### config.mk
export PLATFORM = sky130hd
export DESIGN_NAME = zdt_tuner
export DESIGN_NICKNAME = d
export VERILOG_FILES = /design/src/common/zdt_pkg.sv /design/src/logic/zdt_tuner.sv
export VERILOG_INCLUDE_DIRS = /design/src /design/src/common
export SDC_FILE = /design/constraint.sdc
export NUM_CORES = 1
export LEC_CHECK = 0
export ABC_AREA = 0
export BUFFER_PORTS_ARGS = -buffer_cell sky130_fd_sc_hd__buf_2
export CORE_MARGIN = 1
export CORE_UTILIZATION = 55
export CTS_CLUSTER_SIZE = 10
export DETAILED_ROUTE_END_ITERATION = 8
export GPL_ROUTABILITY_DRIVEN = 0
export PLACE_DENSITY = 0.72
export SYNTH_ARGS = -nofsm -noshare
export SYNTH_HDL_FRONTEND = slang
export SYNTH_SLANG_ARGS = --single-unit
### constraint.sdc
create_clock -name i_clk -period 23.9 [get_ports i_clk]
set_input_delay 3.585 -clock i_clk [delete_from_list [all_inputs] [get_ports i_clk]]
set_output_delay 3.585 -clock i_clk [all_outputs]
set_load 0.01 [all_outputs]
### src/common/zdt_map.svh
// zvs_deadtime_tuner constants: widths, reset values and timing counts
// assumes a 100 MHz clock; included by the package and the design
`ifndef ZDT_MAP_SVH
`define ZDT_MAP_SVH
// ----------------------------------------------------------------------
// timing and line-sense constants
// ----------------------------------------------------------------------
`define ZDT_CLK_PERIOD_NS 10
`define ZDT_TON_W 10
`define ZDT_TON_RESET 10'h008
`define ZDT_TON_MIN 10'h002
`define ZDT_TON_MAX 10'h3ff
`define ZDT_TZ_W 8
`define ZDT_TZ_MIN_RESET 8'h0a
`define ZDT_TZ_EXT_PCT 140
`define ZDT_LSENSE_W 8
`define ZDT_LSENSE_KNEE 8'h80
`define ZDT_LOCK_CYCLES 15
`define ZDT_LOW_ON_RESET 10'h020
`define ZDT_HS_MAX 10'h3ff
`endif

### src/common/zdt_pkg.sv
// zvs_deadtime_tuner types
// assumes zdt_map.svh is on the include path
package zdt_pkg;
  `include "zdt_map.svh"
  typedef enum logic [2:0] {
    ZDT_IDLE,
    ZDT_LOW_ON,
    ZDT_WAIT_FALL,
    ZDT_HIGH_ON,
    ZDT_TZ_WAIT
  } zdt_state_e;
  typedef struct packed {
    logic high_side_gate;
    logic low_side_gate;
  } zdt_gates_s;
  typedef struct packed {
    logic adjust_up;
    logic adjust_down;
    logic locked;
  } zdt_tune_s;
endpackage

### src/logic/zdt_tuner.sv
// zvs_deadtime_tuner: complementary gate timing with on-time tuning
// assumes comparator inputs are asynchronous and get synchronised here
//
// Functional notes
// judge threshold reach within turn-on delay
// not reached: lengthen high-side on-time
// reached: shorten on-time one step
// single-step change per cycle
// start short, lock within 15 cycles (code locks on first direction reversal, no cycle limit)
// two separate dead-times between gates
// low line current extends first dead-time
// resample zero-current-detect at delay expiry
// no valid transition: skip, await rising edge
// second dead-time follows switch-node slope
// high side on at detect fall
`include "zdt_map.svh"
module zdt_tuner
  import zdt_pkg::*;
#(
  parameter int TON_W = `ZDT_TON_W,
  parameter int TZ_W = `ZDT_TZ_W,
  parameter int LS_W = `ZDT_LSENSE_W
) (
  input wire logic i_clk,
  input wire logic i_rst,
  input wire logic i_enable,
  input wire logic i_zvs_threshold,
  input wire logic i_zero_current_detect,
  input wire logic [TZ_W-1:0] i_delay_program,
  input wire logic [LS_W-1:0] i_line_sense_current,
  input wire logic [TON_W-1:0] i_low_on_time,
  output logic o_high_side_gate,
  output logic o_low_side_gate,
  output logic o_adjust_up,
  output logic o_adjust_down,
  output logic o_locked,
  output logic [TON_W-1:0] o_high_on_time
);
  // ----------------------------------------------------------------------
  // parameter checks
  // ----------------------------------------------------------------------
  // refused at elaboration: the reset and bound constants are sized for these widths
  if (TON_W != `ZDT_TON_W || TZ_W != `ZDT_TZ_W || LS_W != `ZDT_LSENSE_W) begin : g_width_check
    $error("zdt_tuner: widths must match the constant header");
  end

  localparam int LOCK_N = `ZDT_LOCK_CYCLES;

  // ----------------------------------------------------------------------
  // input synchronisers: pins are outside the clock domain
  // ----------------------------------------------------------------------
  logic [1:0] sws_sync;
  logic [1:0] zcd_sync;
  logic zcd_d;
  always_ff @(posedge i_clk) begin
    if (i_rst) begin
      sws_sync <= 2'h0;
      zcd_sync <= 2'h0;
      zcd_d <= 1'b0;
    end else begin
      sws_sync <= {sws_sync[0], i_zvs_threshold};
      zcd_sync <= {zcd_sync[0], i_zero_current_detect};
      zcd_d <= zcd_sync[1];
    end
  end
  wire logic sw_low = sws_sync[1];
  wire logic zero_current_detect = zcd_sync[1];
  wire logic zcd_rise = zero_current_detect & ~zcd_d;
  wire logic zcd_fall = ~zero_current_detect & zcd_d;

  // ----------------------------------------------------------------------
  // first dead-time: minimum plus linear extension below the knee
  // ----------------------------------------------------------------------
  // extension = min * 140% * (knee - i) / knee, clamped at 140% of min
  logic [TZ_W+LS_W+8:0] ext_full;
  logic [TZ_W+1:0] tz_len;
  always_comb begin
    ext_full = '0;
    if (i_line_sense_current < `ZDT_LSENSE_KNEE) begin
      ext_full = (TZ_W+LS_W+9)'(i_delay_program) * (TZ_W+LS_W+9)'(`ZDT_TZ_EXT_PCT)
               * (TZ_W+LS_W+9)'(`ZDT_LSENSE_KNEE - i_line_sense_current);
    end
    tz_len = (TZ_W+2)'(i_delay_program)
           + (TZ_W+2)'(ext_full / ((TZ_W+LS_W+9)'(100) * (TZ_W+LS_W+9)'(`ZDT_LSENSE_KNEE)));
  end

  // ----------------------------------------------------------------------
  // switching sequence
  // ----------------------------------------------------------------------
  zdt_state_e state, next_state;
  logic [TON_W-1:0] cnt, next_cnt;
  logic [TON_W-1:0] ton, next_ton;
  logic [TZ_W+1:0] tz_cnt, next_tz_cnt;
  logic sw_seen, next_sw_seen;
  zdt_gates_s gates, next_gates;
  zdt_tune_s tune, next_tune;
  logic [4:0] cyc, next_cyc;
  logic last_dir, next_last_dir;

  // one process holds the cycle state; the gates never overlap by construction
  always_comb begin
    next_state = state;
    next_cnt = cnt;
    next_ton = ton;
    next_tz_cnt = tz_cnt;
    next_sw_seen = sw_seen;
    next_gates = gates;
    next_tune = tune;
    next_tune.adjust_up = 1'b0;
    next_tune.adjust_down = 1'b0;
    next_cyc = cyc;
    next_last_dir = last_dir;
    case (state)
      ZDT_IDLE: begin
        next_gates = '0;
        // from idle, the low side starts only on a fresh detect rising edge
        if (i_enable && zcd_rise) begin
          next_state = ZDT_LOW_ON;
          next_gates.low_side_gate = 1'b1;
          next_cnt = '0;
        end
      end
      ZDT_LOW_ON: begin
        next_cnt = cnt + 1'b1;
        if (cnt >= i_low_on_time) begin
          next_gates.low_side_gate = 1'b0;
          next_state = ZDT_WAIT_FALL;
        end
      end
      ZDT_WAIT_FALL: begin
        // dead-time closes on the slope-driven detect fall, no fixed delay
        if (zcd_fall) begin
          next_gates.high_side_gate = 1'b1;
          next_state = ZDT_HIGH_ON;
          next_cnt = '0;
        end
      end
      ZDT_HIGH_ON: begin
        next_cnt = cnt + 1'b1;
        if (cnt >= ton) begin
          next_gates.high_side_gate = 1'b0;
          next_state = ZDT_TZ_WAIT;
          next_tz_cnt = '0;
          next_sw_seen = 1'b0;
        end
      end
      ZDT_TZ_WAIT: begin
        next_tz_cnt = tz_cnt + 1'b1;
        if (sw_low) begin
          next_sw_seen = 1'b1;
        end
        if (tz_cnt >= tz_len) begin
          // one step per cycle, direction from the discriminator
          if (sw_seen || sw_low) begin
            next_tune.adjust_down = 1'b1;
            if (ton > `ZDT_TON_MIN) next_ton = ton - 1'b1;
            next_last_dir = 1'b0;
          end else begin
            next_tune.adjust_up = 1'b1;
            if (ton < `ZDT_TON_MAX) next_ton = ton + 1'b1;
            next_last_dir = 1'b1;
          end
          if (cyc < 5'(LOCK_N)) next_cyc = cyc + 1'b1;
          // the first judgement has no earlier direction to reverse
          if (cyc != 5'h0 && last_dir == (sw_seen || sw_low)) next_tune.locked = 1'b1;
          // resample detect: a recovered dip vetoes the low-side turn-on
          if (zero_current_detect && i_enable) begin
            next_gates.low_side_gate = 1'b1;
            next_state = ZDT_LOW_ON;
            next_cnt = '0;
          end else begin
            next_state = ZDT_IDLE;
          end
        end
      end
      default: begin
        next_state = ZDT_IDLE;
        next_gates = '0;
      end
    endcase
  end

  // short reset on-time makes the start hard switched until tuned
  always_ff @(posedge i_clk) begin
    if (i_rst) begin
      state <= ZDT_IDLE;
      cnt <= '0;
      ton <= `ZDT_TON_RESET;
      tz_cnt <= '0;
      sw_seen <= 1'b0;
      gates <= '0;
      tune <= '0;
      cyc <= '0;
      last_dir <= 1'b1;
    end else begin
      state <= next_state;
      cnt <= next_cnt;
      ton <= next_ton;
      tz_cnt <= next_tz_cnt;
      sw_seen <= next_sw_seen;
      gates <= next_gates;
      tune <= next_tune;
      cyc <= next_cyc;
      last_dir <= next_last_dir;
    end
  end

  assign o_high_side_gate = gates.high_side_gate;
  assign o_low_side_gate = gates.low_side_gate;
  assign o_adjust_up = tune.adjust_up;
  assign o_adjust_down = tune.adjust_down;
  assign o_locked = tune.locked;
  assign o_high_on_time = ton;

  // ----------------------------------------------------------------------
  // assertions
  // ----------------------------------------------------------------------
  property p_no_overlap;
    @(posedge i_clk) disable iff (i_rst) !(o_high_side_gate && o_low_side_gate);
  endproperty
  a_no_overlap: assert property (p_no_overlap) else $error("gates overlap");

  property p_step_one;
    @(posedge i_clk) disable iff (i_rst)
      (o_adjust_up || o_adjust_down) |->
        (o_high_on_time == $past(o_high_on_time) + 1'b1) ||
        (o_high_on_time == $past(o_high_on_time) - 1'b1) ||
        (o_high_on_time == $past(o_high_on_time));
  endproperty
  a_step_one: assert property (p_step_one) else $error("on-time moved more than one step");

  property p_hold;
    @(posedge i_clk) disable iff (i_rst)
      !(o_adjust_up || o_adjust_down) |-> $stable(o_high_on_time);
  endproperty
  a_hold: assert property (p_hold) else $error("on-time moved without an adjust pulse");

  property p_up_dir;
    @(posedge i_clk) disable iff (i_rst)
      o_adjust_up && $past(o_high_on_time) < `ZDT_TON_MAX
        |-> o_high_on_time == $past(o_high_on_time) + 1'b1;
  endproperty
  a_up_dir: assert property (p_up_dir) else $error("up pulse did not lengthen");

  property p_down_dir;
    @(posedge i_clk) disable iff (i_rst)
      o_adjust_down && $past(o_high_on_time) > `ZDT_TON_MIN
        |-> o_high_on_time == $past(o_high_on_time) - 1'b1;
  endproperty
  a_down_dir: assert property (p_down_dir) else $error("down pulse did not shorten");

  property p_excl;
    @(posedge i_clk) disable iff (i_rst) !(o_adjust_up && o_adjust_down);
  endproperty
  a_excl: assert property (p_excl) else $error("both adjust pulses");

  property p_veto;
    @(posedge i_clk) disable iff (i_rst)
      (state == ZDT_TZ_WAIT && tz_cnt >= tz_len && !zero_current_detect) |=> !o_low_side_gate;
  endproperty
  a_veto: assert property (p_veto) else $error("low side on without valid detect");

  property p_hs_on_fall;
    @(posedge i_clk) disable iff (i_rst)
      (state == ZDT_WAIT_FALL && zcd_fall) |=> o_high_side_gate;
  endproperty
  a_hs_on_fall: assert property (p_hs_on_fall) else $error("high side late after fall");

  property p_tz_min;
    @(posedge i_clk) disable iff (i_rst)
      $fell(o_high_side_gate) |-> !o_low_side_gate [*2];
  endproperty
  a_tz_min: assert property (p_tz_min) else $error("first dead-time too short");
endmodule // zdt_tuner

* Yosys cells after proc, flatten, opt, wreduce, memory -nomap -nowiden
Cells that the tools add are included.
** Operators by class
- Divide/modulo/power cells :: 1
- Order comparisons :: 7
- Equal/unequal tests :: 13
- Multiplexer cells :: 30
- Multipliers :: 2
- Reductions and logical operators :: 23
- Bitwise gates (word level) :: 8
- Add/subtract/negate cells :: 7
** Operator list (number)
- 10-bit two-way mux :: 8
- 10-bit one-hot mux with 4 select lines :: 1
- 10-bit by 1-bit adder with 10-bit output (second input constant) :: 3
- 10-bit >= comparator :: 3
- 25-bit by 14-bit divider with 25-bit output (second input constant) :: 1
- 14-bit by 25-bit multiplier with 23-bit output :: 1
- 25-bit two-way mux :: 1
- 10-bit one-hot mux with 2 select lines :: 1
- 3-bit two-way mux :: 5
- 3-bit one-hot mux with 5 select lines :: 1
- 8-bit by 6-bit multiplier with 14-bit output (second input constant) :: 1
- 2-bit != test (second input constant) :: 7
- 3-bit AND reduction :: 4
- 8-bit by 10-bit adder with 10-bit output :: 1
- 10-bit by 2-bit > comparator with 1-bit output (second input constant) :: 1
- 10-bit < comparator (second input constant) :: 1
- 1-bit two-way mux :: 10
- 5-bit AND reduction :: 2
- 10-bit by 1-bit subtractor with 10-bit output (second input constant) :: 1
- 8-bit by 8-bit subtractor with 9-bit output (first input constant) :: 1
- 8-bit < comparator (second input constant) :: 1
- 4-bit AND reduction :: 2
- 3-bit by 2-bit equality test with 1-bit output (second input constant) :: 2
- 1-bit NOT :: 6
- 19 further kinds :: 26
** Storage, ports and cells
- Input bits :: 31
- Logic and storage cells :: 106
- Bits in registers :: 50
- Output and inout bits :: 15

* Longest topological paths before layout
- Word-level depth :: 8
- Gate-level depth with buffers :: 84
- Mapped depth without buffers :: 77

* Least setup slack after synthesis
No wires, ideal clock.
- Kind :: input-to-reg
- Start :: input port i_delay_program[5]
- End :: register cnt[9]
- Cell stages on the path :: 79
- Setup time :: 0.124 ns
- Data required time :: 23.776 ns
- Arrival time :: 20.584 ns
- Setup slack :: 3.192 ns
- Cells stage by stage :: ha_1 ha_1 fa_1 ha_1 inv_1 o21bai_1 a21oi_1 o21bai_1 a21oi_1 nor2b_1 o21ai_0 xor2_1 nor2_1 fa_1 inv_1 fa_1 fa_1 inv_1 [43 not listed] a21o_1 a21o_1 a21oi_1 nor2b_1 o21ai_0 nand2b_1 a21oi_1 nor2b_1 o21ai_0 nand2b_1 a21oi_1 nand2b_1 clkbuf_1 o22ai_1 and4_1 nand4_1 xor2_1 nor2_1
** On the way
- Cells in the longest elaborated chain, start to end :: 8
** Ends and longest elaborated chain
- start, declared :: RTL line zdt_tuner.sv:29 : input wire logic [TZ_W-1:0] i_delay_program,
- 8-bit by 6-bit multiplier with 14-bit output :: RTL line zdt_tuner.sv:80 : ext_full = (TZ_W+LS_W+9)'(i_delay_program) * (TZ_W+LS_W+9)'(`ZDT_TZ_EXT_PCT)
- 14-bit by 25-bit multiplier with 23-bit output :: RTL line zdt_tuner.sv:80
- 25-bit two-way mux :: RTL line zdt_tuner.sv:79 : if (i_line_sense_current < `ZDT_LSENSE_KNEE) begin
- 25-bit by 14-bit divider with 25-bit output :: RTL line zdt_tuner.sv:84 : + (TZ_W+2)'(ext_full / ((TZ_W+LS_W+9)'(100) * (TZ_W+LS_W+9)'(`ZDT_LSENSE_KNEE)));
- 8-bit by 10-bit adder with 10-bit output * :: RTL line zdt_tuner.sv:83 : tz_len = (TZ_W+2)'(i_delay_program)
- 10-bit >= comparator * :: RTL line zdt_tuner.sv:152 : if (tz_cnt >= tz_len) begin
- 2-bit != test (no source line) *
- 5-bit AND reduction (no source line) *
- end signal, assigned :: RTL line zdt_tuner.sv:197 : cnt <= next_cnt;
- end, declared :: RTL line zdt_tuner.sv:91 : logic [TON_W-1:0] cnt, next_cnt;
Every way passes the cells marked *; elsewhere a longest branch is shown, timed or not.
A chain may end at the register's enable or synchronous reset.

* Worst setup path in the final report
- Start :: input port i_delay_program[6]
- End :: register cnt[9]
Same word-level chain as after synthesis.

==> flow_summary.toml <==
[status]
status = "complete, but fails checks"
violations = "design-rule violations"

[logic_synthesis]
synth_ff_type = "dfxtp_1"
synth-adder-area-share_pct = 35.2
yosysSeqAreaShare_pct = 8.00
synthMuxAreaShare_pct = 2.20
synth_cells = 1530
ys_ff_latch = 50
synth-simple-area-share_pct = 19.1
synth_area_um2 = 12500
ys_warn_count = 0
yosysUniqueCellTypes = 110
syn_area_per_cell_um2 = 8.18
yosysTopAreaCell = "fa_1"
synth_edf_count = 0
yosysTopAreaCellShare_pct = 22.6
synth_top_family_by_area = "adder cells"
syn_nets = 1827
async_reset_ff_share_pct = 0
synth-xor-area-share_pct = 6.80
synth-compound-area-share_pct = 20.8
ys_top_cells_by_area = "fa_1, ha_1, dfxtp_1, inv_1, xnor2_1"

[placed_design]
dp_hpwl_um = 24200
portBuffers = 45

[worst_setup_path]
critPathSlowestCell = "fa_1"
cp_data_arrival_time_ns = 22.49
cp-start-kind = "primary input"
end_kind = "register"
cpMostUsedCell = "fa_1"
crit_required_ns = 24.06
reg2reg_depth = 20
path_class = "in2reg"
max_stage_delay_ns = 0.55
crit_fanout = 9

[cts]
cts_tree = "yes"
post_cts_buffers = 0
cts-root-buf = "clkbuf_16"
clk_pin_slew_worst_paths_ns = 0.06
clk_latency_ns = 0.28
hold_buffers = 0
clock_path_buffers = 2
numCtsBuffers = 5
htreeDepth = 2
cts_resized = 0
cts.sinks = 50

[detailed_routing]
drt-total-wl_um = 29000
antenna_left = 0
drc = 5
first_iter_violations = 727
route.vias.total = 10800
wl_per_cell_um = 15.9
viasPerCell = 5.90
drt_first_pass_iters = 9

[global_routing]
grt_pass1_vias = 10800
antenna_found_initial = 0
track_usage_pct = 25.7
overflow = 0
grt_pass1_wl_um = 50400
grt_max_degree = 39

[layout]
area_growth_pct = 5.07
finalNetCount = 1844
multi_input_area_um2 = 10600
regArea_um2 = 1000
fillerInstances = 2031
drive_gt1_share_pct = 8.01
num_antenna_cells = 0

[timing]
hold_violations = 0
period_share_pct = 93.4
setup_viol = 0
slew_violations = 0
setup-tns-final_ns = 0
finClkSkew_ns = 0.00556
relSlewSlack_pct = 29.6
fmax_mhz = 44.8
finalCriticalPeriod_ns = 22.33
tightest_slew_ns = 1.05
rsz0062_at_grt = "false"

[die]
start_util_pct = 56.6
ios = 46
core_area_um2 = 22100
die-area_um2 = 23300
die_y_um = 153
rows = 54
dieWidth_um = 153

[worst_hold_path]
hold_path.class = "reg2reg"
hold_path_depth = 1

[flow_run]
maxCapViolCount = 0
cell families after synthesis:
kind of cell,Yosys count
compound gates,356
xor+xnor,93
fa+ha+maj,267
buf+inv,255
flops,50
mux,26
simple gates,483
Yosys cell counts, types with 25 or more instances:
master and n:
inv_1 216, nand2_1 142, fa_1 141, nor2_1 134
ha_1 125, a21oi_1 88, xnor2_1 64, dfxtp_1 50
o21ai_0 43, and2_1 42, nand3_1 29, clkbuf_1 27
xor2_1 25
routing by layer:
| metal | share of wire [%] | global-route usage, % | vias up |
|---|---|---|---|
| li1 | - | - | 5264 |
| met1 | 47 | 34.6 | 5241 |
| met2 | 48 | 45.1 | 252 |
| met3 | 3.9 | 2.10 | 36 |
| met4 | 1.4 | 4.95 | 0 |
| met5 | 0 | 0 | - |
placed cells by master (no fill, tap or decap), types with 14 or more instances in the layout:
master / n
mux2i_1: 19
nor2_1: 133
buf_2: 45
nor3_1: 23
xnor2_1: 64
nand2b_1: 21
a21oi_1: 88
dfxtp_1: 50
a211oi_1: 22
fa_1: 141
xor2_1: 24
inv_1: 216
nand2_1: 142
o21ai_0: 43
o211ai_1: 14
nand3_1: 29
a21o_1: 24
ha_1: 125
and2_1: 42
nor2b_1: 18
critical path: cells and delay by family:
family / cells / cell delay (ns)
AO/OA/AOI/OAI: 30 / 7.52
XOR/XNOR: 3 / 0.92
AND/OR/NAND/NOR: 17 / 3.07
buffers and inverters: 6 / 0.39
adder cells (fa/ha/maj): 14 / 5.92
multiplexers: 4 / 1.05
sequential cells by signal, indices dropped and copies added (netlist names), 2 cells and up:
register        cells
cnt                10
cyc                 5
o_high_on_time     10
state               3
sws_sync            2
tz_cnt             10
zcd_sync            2
area by class of cell:
class / count / area share, %
clock buffers: 7 / 1.01
clock inverters: 1 / 0.228
inverters: 218 / 6.32
multi-input cells: 1225 / 80.3
flip-flops and latches: 50 / 7.62
well taps: 280 / 2.67
repair buffers: 47 / 1.83
worst paths after layout:
check                startpoint     endpoint  slack (ns)
min reg2reg         zcd_sync[0]  zcd_sync[1]        0.46
max          i_delay_program[6]       cnt[9]        1.57
min                 zcd_sync[0]  zcd_sync[1]        0.46
max reg2reg           tz_cnt[0]       cnt[9]       20.17
through the flow:
stage / util [%] / cells / hold WS, ns / setup slack, ns / instance area, µm²
global route: 59.5 / 1828 / 0.469 / 0.183 / 13100
CTS: 59.3 / 1828 / 0.461 / 1.16 / 13100
floorplan: - / 1530 / 0.414 / 3.19 / 12500
finish: 59.5 / 1828 / 0.460 / 1.57 / 13100
global placement: 58.5 / 1820 / 0.432 / 1.41 / 12900
detailed placement: 58.5 / 1820 / 0.442 / 0.915 / 12900
Power is not shown: default switching activity piles up to over one toggle a cycle in this logic, so the estimate is an artifact.
